File: src/rtl/mlm_defs.svh
// Offsets, field positions, reset values and step counts of the load measurement block
`ifndef MLM_DEFS_SVH
`define MLM_DEFS_SVH

// ----------------------------------------
// Register map
// ----------------------------------------
`define MLM_AXI_AW          5
`define MLM_OFS_CTRL        5'h00
`define MLM_OFS_RESULT      5'h04
`define MLM_OFS_IRQ_STS     5'h08
`define MLM_OFS_IRQ_MSK     5'h0c
`define MLM_RESP_OKAY       2'h0
`define MLM_RESP_SLVERR     2'h2

// ----------------------------------------
// Field positions
// ----------------------------------------
`define MLM_CTRL_FILT_BIT   8
`define MLM_CTRL_LSPD_BIT   9
`define MLM_RES_STALL_BIT   16
`define MLM_IRQ_NEW_BIT     0
`define MLM_IRQ_STALL_BIT   1

// ----------------------------------------
// Values and counts
// ----------------------------------------
`define MLM_RESULT_RST      10'h3ff
`define MLM_RESULT_MAX      10'h3ff
`define MLM_OFFSET_SHIFT    4
`define MLM_DIV3_MUL        12'haab
`define MLM_DIV3_SHIFT      13
`define MLM_STD_STEPS       4'h2
`define MLM_FILT_STEPS      4'h6

`endif

File: src/rtl/mlm_pkg.sv
// Types of the load measurement block
package mlm_pkg;

   // ----------------------------------------
   // Averaging phase
   // ----------------------------------------
   typedef enum logic [1:0] {
      MLM_PH_FIRST  = 2'b00,
      MLM_PH_SECOND = 2'b01,
      MLM_PH_THIRD  = 2'b10
   } mlm_avg_ph_type;

   // ----------------------------------------
   // Top state
   // ----------------------------------------
   typedef struct packed {
      logic           step_odd;
      logic [9:0]     prev_raw;
      mlm_avg_ph_type avg_ph;
      logic [11:0]    acc;
      logic           smp_vld;
      logic [9:0]     smp;
      logic [6:0]     offset;
      logic           filt_en;
      logic           lspd_sel;
      logic           aw_got;
      logic           w_got;
      logic [4:0]     waddr;
      logic [31:0]    wdata;
      logic [3:0]     wstrb;
      logic           bvalid;
      logic [1:0]     bresp;
      logic           rvalid;
      logic [1:0]     rresp;
      logic [31:0]    rdata;
      logic [1:0]     irq_sts;
      logic [1:0]     irq_msk;
      logic           irq;
   } mlm_top_state_type;

   // ----------------------------------------
   // Result stage state
   // ----------------------------------------
   typedef struct packed {
      logic [9:0] result;
      logic       stall;
      logic       vld;
   } mlm_calc_state_type;

endpackage

File: src/rtl/mlm_meas_if.sv
// Sample and result carrier between the sequencer and the result stage
`timescale 1ns/1ns
interface mlm_meas_if;
   logic       smp_vld;
   logic [9:0] smp;
   logic [6:0] offset;
   logic [9:0] result;
   logic       stall;
   logic       res_vld;

   modport src (output smp_vld, output smp, output offset, input result, input stall, input res_vld);
   modport calc (input smp_vld, input smp, input offset, output result, output stall, output res_vld);
endinterface

File: src/rtl/mlm_calc.sv
// Result stage: applies the threshold offset, saturates and flags a stall
`timescale 1ns/1ns
`include "mlm_defs.svh"
module mlm_calc (
   input  wire logic   ref_clk_i,
   input  wire logic   arst_n_i,
   input  wire logic   ce_i,
   mlm_meas_if.calc    meas
);

   mlm_pkg::mlm_calc_state_type r;
   mlm_pkg::mlm_calc_state_type n;
   logic signed [11:0]          sum;

   // ----------------------------------------
   // Offset and saturation
   // ----------------------------------------
   always_comb begin
      n   = r;
      sum = $signed({2'h0, meas.smp}) + ($signed({{5{meas.offset[6]}}, meas.offset}) <<< `MLM_OFFSET_SHIFT);
      if (ce_i) begin
         n.vld = meas.smp_vld;
         if (meas.smp_vld) begin
            if (sum <= 12'sh000) begin
               n.result = 10'h000;
            end else if (sum >= $signed({2'h0, `MLM_RESULT_MAX})) begin
               n.result = `MLM_RESULT_MAX;
            end else begin
               n.result = sum[9:0];
            end
            n.stall = (n.result == 10'h000);
         end
      end
   end

   always_ff @(posedge ref_clk_i or negedge arst_n_i) begin
      if (!arst_n_i) begin
         r        <= '0;
         r.result <= `MLM_RESULT_RST;
      end else begin
         r <= n;
      end
   end

   assign meas.result  = r.result;
   assign meas.stall   = r.stall;
   assign meas.res_vld = r.vld;
endmodule

File: src/rtl/mlm_top.sv
// Motor load measurement: sampling sequencer, averaging, register slave and interrupt
// ----------------------------------------
// Overview of operation
// - Result falls with load, zero at maximum
// - Result unsigned, 0 to 1023
// - Stall output high when result is zero
// - Standard mode updates every two fullsteps
// - Filter averages three measurements, six fullsteps
// - Signed offset shifts sensitivity, zero is neutral
// - Low speed select smooths successive samples
// ----------------------------------------
`timescale 1ns/1ns
`include "mlm_defs.svh"
module mlm_top (
   input  wire logic                      ref_clk_i,
   input  wire logic                      arst_n_i,
   input  wire logic                      ce_i,
   input  wire logic                      fullstep_i,
   input  wire logic [9:0]                raw_load_i,
   input  wire logic [`MLM_AXI_AW-1:0]    s_axi_awaddr,
   input  wire logic                      s_axi_awvalid,
   output logic                           s_axi_awready,
   input  wire logic [31:0]               s_axi_wdata,
   input  wire logic [3:0]                s_axi_wstrb,
   input  wire logic                      s_axi_wvalid,
   output logic                           s_axi_wready,
   output logic [1:0]                     s_axi_bresp,
   output logic                           s_axi_bvalid,
   input  wire logic                      s_axi_bready,
   input  wire logic [`MLM_AXI_AW-1:0]    s_axi_araddr,
   input  wire logic                      s_axi_arvalid,
   output logic                           s_axi_arready,
   output logic [31:0]                    s_axi_rdata,
   output logic [1:0]                     s_axi_rresp,
   output logic                           s_axi_rvalid,
   input  wire logic                      s_axi_rready,
   output logic [9:0]                     load_result_o,
   output logic                           stall_indicator_out_o,
   output logic                           irq_o
);

   mlm_pkg::mlm_top_state_type r;
   mlm_pkg::mlm_top_state_type n;
   mlm_meas_if                 meas ();

   logic [10:0]             pair_sum;
   logic [9:0]              meas_val;
   logic [11:0]             acc_sum;
   logic [23:0]             div_prod;
   logic                    do_write;
   logic [`MLM_AXI_AW-1:0]  wr_ofs;
   logic [`MLM_AXI_AW-1:0]  rd_ofs;
   logic [31:0]             rd_word;
   logic                    rd_hit;

   // ----------------------------------------
   // Result stage
   // ----------------------------------------
   mlm_calc u_calc (
      .ref_clk_i (ref_clk_i),
      .arst_n_i  (arst_n_i),
      .ce_i      (ce_i),
      .meas      (meas)
   );

   assign meas.smp_vld = r.smp_vld;
   assign meas.smp     = r.smp;
   assign meas.offset  = r.offset;

   // ----------------------------------------
   // Sample shaping
   // ----------------------------------------
   always_comb begin
      pair_sum = {1'b0, r.prev_raw} + {1'b0, raw_load_i};
      meas_val = r.lspd_sel ? pair_sum[10:1] : raw_load_i;
      acc_sum  = r.acc + {2'h0, meas_val};
      div_prod = acc_sum * `MLM_DIV3_MUL;
   end

   // ----------------------------------------
   // Read mux
   // ----------------------------------------
   always_comb begin
      rd_ofs  = {s_axi_araddr[`MLM_AXI_AW-1:2], 2'h0};
      rd_word = 32'h0000_0000;
      rd_hit  = 1'b1;
      unique case (rd_ofs)
         `MLM_OFS_CTRL: begin
            rd_word[6:0]                = r.offset;
            rd_word[`MLM_CTRL_FILT_BIT] = r.filt_en;
            rd_word[`MLM_CTRL_LSPD_BIT] = r.lspd_sel;
         end
         `MLM_OFS_RESULT: begin
            rd_word[9:0]                = meas.result;
            rd_word[`MLM_RES_STALL_BIT] = meas.stall;
         end
         `MLM_OFS_IRQ_STS: begin
            rd_word[1:0] = r.irq_sts;
         end
         `MLM_OFS_IRQ_MSK: begin
            rd_word[1:0] = r.irq_msk;
         end
         default: begin
            rd_hit = 1'b0;
         end
      endcase
   end

   // ----------------------------------------
   // Next state
   // ----------------------------------------
   always_comb begin
      n        = r;
      wr_ofs   = {r.waddr[`MLM_AXI_AW-1:2], 2'h0};
      do_write = r.aw_got && r.w_got && !r.bvalid;
      if (ce_i) begin
         n.smp_vld = 1'b0;
         // Measurement every second fullstep
         if (fullstep_i) begin
            n.step_odd = ~r.step_odd;
            if (r.step_odd) begin
               n.prev_raw = raw_load_i;
               if (r.filt_en) begin
                  unique case (r.avg_ph)
                     mlm_pkg::MLM_PH_FIRST: begin
                        n.acc    = {2'h0, meas_val};
                        n.avg_ph = mlm_pkg::MLM_PH_SECOND;
                     end
                     mlm_pkg::MLM_PH_SECOND: begin
                        n.acc    = acc_sum;
                        n.avg_ph = mlm_pkg::MLM_PH_THIRD;
                     end
                     mlm_pkg::MLM_PH_THIRD: begin
                        n.smp     = div_prod[`MLM_DIV3_SHIFT+9:`MLM_DIV3_SHIFT];
                        n.smp_vld = 1'b1;
                        n.avg_ph  = mlm_pkg::MLM_PH_FIRST;
                     end
                     default: begin
                        n.avg_ph = mlm_pkg::MLM_PH_FIRST;
                     end
                  endcase
               end else begin
                  n.smp     = meas_val;
                  n.smp_vld = 1'b1;
                  n.avg_ph  = mlm_pkg::MLM_PH_FIRST;
               end
            end
         end
         // Write address and data, either order
         if (s_axi_awvalid && s_axi_awready) begin
            n.aw_got = 1'b1;
            n.waddr  = s_axi_awaddr;
         end
         if (s_axi_wvalid && s_axi_wready) begin
            n.w_got = 1'b1;
            n.wdata = s_axi_wdata;
            n.wstrb = s_axi_wstrb;
         end
         if (r.bvalid && s_axi_bready) begin
            n.bvalid = 1'b0;
         end
         if (do_write) begin
            n.aw_got = 1'b0;
            n.w_got  = 1'b0;
            n.bvalid = 1'b1;
            n.bresp  = `MLM_RESP_OKAY;
            unique case (wr_ofs)
               `MLM_OFS_CTRL: begin
                  if (r.wstrb[0]) begin
                     n.offset = r.wdata[6:0];
                  end
                  if (r.wstrb[1]) begin
                     n.filt_en  = r.wdata[`MLM_CTRL_FILT_BIT];
                     n.lspd_sel = r.wdata[`MLM_CTRL_LSPD_BIT];
                     if (r.wdata[`MLM_CTRL_FILT_BIT] != r.filt_en) begin
                        n.avg_ph = mlm_pkg::MLM_PH_FIRST;
                     end
                  end
               end
               `MLM_OFS_RESULT: begin
                  n.bresp = `MLM_RESP_OKAY;
               end
               `MLM_OFS_IRQ_STS: begin
                  if (r.wstrb[0]) begin
                     n.irq_sts = r.irq_sts & ~r.wdata[1:0];
                  end
               end
               `MLM_OFS_IRQ_MSK: begin
                  if (r.wstrb[0]) begin
                     n.irq_msk = r.wdata[1:0];
                  end
               end
               default: begin
                  n.bresp = `MLM_RESP_SLVERR;
               end
            endcase
         end
         // Read channel
         if (r.rvalid && s_axi_rready) begin
            n.rvalid = 1'b0;
         end
         if (s_axi_arvalid && s_axi_arready) begin
            n.rvalid = 1'b1;
            n.rdata  = rd_word;
            n.rresp  = rd_hit ? `MLM_RESP_OKAY : `MLM_RESP_SLVERR;
         end
         // Events set after the clear so a coincident event survives
         if (meas.res_vld) begin
            n.irq_sts[`MLM_IRQ_NEW_BIT] = 1'b1;
            if (meas.stall) begin
               n.irq_sts[`MLM_IRQ_STALL_BIT] = 1'b1;
            end
         end
         n.irq = |(n.irq_sts & n.irq_msk);
      end
   end

   always_ff @(posedge ref_clk_i or negedge arst_n_i) begin
      if (!arst_n_i) begin
         r <= '0;
      end else begin
         r <= n;
      end
   end

   // ----------------------------------------
   // Outputs
   // ----------------------------------------
   assign s_axi_awready         = ce_i && !r.aw_got && !r.bvalid;
   assign s_axi_wready          = ce_i && !r.w_got && !r.bvalid;
   assign s_axi_bvalid          = r.bvalid;
   assign s_axi_bresp           = r.bresp;
   assign s_axi_arready         = ce_i && !r.rvalid;
   assign s_axi_rvalid          = r.rvalid;
   assign s_axi_rdata           = r.rdata;
   assign s_axi_rresp           = r.rresp;
   assign load_result_o         = meas.result;
   assign stall_indicator_out_o = meas.stall;
   assign irq_o                 = r.irq;

   // ----------------------------------------
   // Check helpers
   // ----------------------------------------
   logic [3:0] steps_cnt_r;
   logic       mode_chg_r;
   logic       irq_sts_stall_set;

   assign irq_sts_stall_set = n.irq_sts[`MLM_IRQ_STALL_BIT] || !ce_i;

   always_ff @(posedge ref_clk_i or negedge arst_n_i) begin
      if (!arst_n_i) begin
         steps_cnt_r <= 4'h0;
         mode_chg_r  <= 1'b0;
      end else if (ce_i) begin
         if (r.smp_vld) begin
            steps_cnt_r <= fullstep_i ? 4'h1 : 4'h0;
            mode_chg_r  <= 1'b0;
         end else if (fullstep_i) begin
            steps_cnt_r <= steps_cnt_r + 4'h1;
         end
         if (n.filt_en != r.filt_en) begin
            mode_chg_r <= 1'b1;
         end
      end
   end
endmodule

File: config.mk
export PLATFORM = sky130hd
export DESIGN_NAME = mlm_top
export DESIGN_NICKNAME = d
export VERILOG_FILES = /design/src/rtl/mlm_pkg.sv /design/src/rtl/mlm_meas_if.sv /design/src/rtl/mlm_calc.sv /design/src/rtl/mlm_top.sv
export VERILOG_INCLUDE_DIRS = /design/src /design/src/rtl
export SDC_FILE = /design/constraint.sdc
export NUM_CORES = 1
export LEC_CHECK = 0
export BUFFER_PORTS_ARGS = -buffer_cell sky130_fd_sc_hd__buf_2
export CAP_MARGIN = 10
export CORE_MARGIN = 2
export CORE_UTILIZATION = 50
export DETAILED_ROUTE_END_ITERATION = 7
export PLACE_DENSITY_LB_ADDON = 0.15
export SYNTH_ARGS = -nofsm -noshare
export SYNTH_HDL_FRONTEND = slang
export SYNTH_HIERARCHICAL = 1
export SYNTH_SLANG_ARGS = --single-unit
export TNS_END_PERCENT = 50
File: constraint.sdc
create_clock -name ref_clk_i -period 14.9 [get_ports ref_clk_i]
set_clock_uncertainty 0.05 [all_clocks]
set_input_delay 1.49 -clock ref_clk_i [delete_from_list [all_inputs] [get_ports ref_clk_i]]
set_output_delay 1.49 -clock ref_clk_i [all_outputs]
set_load 0.005 [all_outputs]
==> flow_summary.json <==
{
  "grt_overflow": 0,
  "synthSimpleGateAreaFrac_pct": 9.43,
  "critPathMaxFanout": 6,
  "path_class": "input pin to flop",
  "drt_iter0_drc": 378,
  "finalSetupTns_ns": 0,
  "clk_root_buffer_cell": "clkbuf_16",
  "synth-async-reset-ratio_pct": 100,
  "synth_area_um2": 8120,
  "drive_above_1_share_pct": 18.1,
  "clkSinkCount": 93,
  "synth_top_area_share_pct": 25.6,
  "num_rows": 46,
  "critical_path.slowest_cell": "xor2_1",
  "die_x_um": 131,
  "synth_mux_area_share_pct": 6.80,
  "timing_hold_violations_final": 0,
  "diodes": 0,
  "final_core_util_pct": 55.3,
  "htree_levels": 3,
  "tritoncts": "done",
  "met3_usage_pct": 3.28,
  "synth.area.top_cells": "dfrtp_1 (26%), ha_1 (16%), fa_1 (9.1%), mux2_2 (5.1%), inv_1 (4.7%)",
  "ys_types": 76,
  "min_path_type": "flop to flop",
  "postCtsResizedCells": 0,
  "post-place-ws_ns": 5.36,
  "avgSynthCellArea_um2": 9.96,
  "grt_busiest_layer": "met2",
  "fmax_mhz": 109,
  "critPathLaunchType": "input pin",
  "start_util_pct": 51.1,
  "die-area_um2": 17300,
  "status": "completed",
  "dpl_cell_area_um2": 8480,
  "synth_ff_type": "dfrtp_1",
  "first_global_vias": 6202,
  "ys_warn_count": 6,
  "synth-seq-area-share_pct": 28.8,
  "crit_arrival_ns": 9.37,
  "worstSetupEndpointType": "flop",
  "first_pass_iters": 7,
  "io_buffers": 65,
  "area_growth_pct": 8.22,
  "crit_required_ns": 15.09,
  "min_period_ns": 9.18,
  "ant_nets": 0,
  "drcViolationCount": 0,
  "clk_latency_ns": 0.34,
  "cts_setup_buffers": 0,
  "post_drt_via_cell_ratio": 5.56,
  "synthAdderAreaFrac_pct": 24.8,
  "hpwlAfterDp_mm": 14.1,
  "grt_setup_unrepaired": "false",
  "grt_first_pass_wirelength_mm": 30.0,
  "die_h_um": 131,
  "slew_headroom_pct": 31.1,
  "boundaryPins": 118,
  "synth-xor-area-share_pct": 5.19,
  "grt_use_met1_pct": 27.7,
  "vias": 6013,
  "layout_common_cells": "inv_1 (102), ha_1 (102), dfrtp_1 (83)",
  "gp_congestion": 0.855,
  "slowest_delay_ns": 0.59,
  "clk_pin_slew_worst_paths_ns": 0.07,
  "routed_wl_mm": 17.5,
  "ctsHoldBuffers": 0,
  "synth_compound_area_share_pct": 16.0,
  "wl_per_cell_um": 16.1,
  "finalSetupViolCount": 0,
  "drv_slew": 0,
  "finalInstanceArea_um2": 8780,
  "fin_ws_ns": 5.72,
  "synth_edf_count": 0,
  "fin_nets": 1065,
  "core-area_um2": 15900,
  "worstMarginPinSlew_ns": 1.02,
  "maxCapViolations": 0,
  "antenna_found_initial": 0,
  "synth_top_family_by_area": "adder cells",
  "cts_max_path_buffers": 2,
  "yosysTopAreaCell": "dfrtp_1",
  "ys_ff_latch": 93,
  "grt_use_total_pct": 21.1,
  "syn_inst": 815,
  "cts_buffers": 9,
  "grt_max_degree": 57,
  "fin_crit_sh_pct": 61.6,
  "use_met2_pct": 37.1
}
[flip-flops by register name, indices dropped and copies added, names as in the netlist]
name	count
s_axi_rresp	1
meas.smp_vld	1
irq_o	1
u_calc/meas.result	10
s_axi_bvalid	1
meas.smp	10
s_axi_rdata	11
meas.offset	7
s_axi_rvalid	1
u_calc/meas.res_vld	1
s_axi_bresp	1
u_calc/meas.stall	1
r	47
[final timing paths]
check,start,end,slack (ns),cells after the start
max in group asynchronous,arst_n_i,r[123],12.65,2
hold reg to reg,r[130],r[130],0.43,1
setup reg to reg,r[120],meas.smp[7],6.60,29
hold / removal,r[130],r[130],0.43,1
min in group asynchronous,arst_n_i,s_axi_rdata[6],1.05,1
setup / recovery,raw_load_i[0],meas.smp[7],5.72,30
[critical path: cells and delay by family]
kind	cells	cell delay, ns
mux	1	0.45
buf+inv	4	0.31
compound gates	12	2.50
fa+ha+maj	8	3.37
simple gates	2	0.34
xor+xnor	3	0.91
[logic make-up (layout without fill, tap and decap cells)]
family | Yosys count | in the layout
AND/OR/NAND/NOR | 157 | 157
adder cells (fa/ha/maj) | 139 | 139
buffers and inverters | 156 | 185
other | 1 | 23
flip-flops | 93 | 93
XOR/XNOR | 43 | 43
AO/OA/AOI/OAI | 178 | 178
multiplexers | 48 | 48
[cell type report]
cell class	count	area (um2)
Multi-Input combinational cell	588	5140
Timing Repair Buffer	67	343
Clock inverter	7	83.8
Inverter	102	383
Fill cell	1421	7100
Tap cell	216	270
Sequential cell	93	2340
Clock buffer	9	225
[per-stage QoR]
stage	instances	hold slack, ns
6_report	1082	0.427
3_3_place_gp	1066	0.411
5_1_grt	1082	0.464
2_1_floorplan	837	0.396
3_5_place_dp	1066	0.417
4_1_cts	1082	0.430
[Yosys cell counts (4+ instances only)]
cell type and instances:
ha_1 102, inv_1 102, dfrtp_1 83, nand2_1 48, nor2_1 43, fa_1 37
mux2_2 37, buf_4 36, o21ai_0 35, a21oi_1 33, xnor2_1 26, a211oi_1 14
clkbuf_1 14, xor2_1 14, a21o_1 13, o21a_1 11, dfstp_2 10, nand3_1 10
and2_1 9, mux2i_1 9, nor2b_1 9, a222oi_1 7, nor3_1 7, nand2b_1 6
o221ai_1 6, a22o_1 4, a31oi_1 4, buf_1 4, nand3b_1 4, nand4_1 4
o211ai_1 4, o21ai_1 4
[metal layers]
metal,part of all wire (%),vias to the layer above
met5,0,-
met3,3.6,23
met4,1.2,0
met2,50,137
met1,46,2977
li1,-,2876
Power is left out: the tool's default activity adds up to more than one toggle a clock period on the data nets, which glitch-free logic cannot reach.
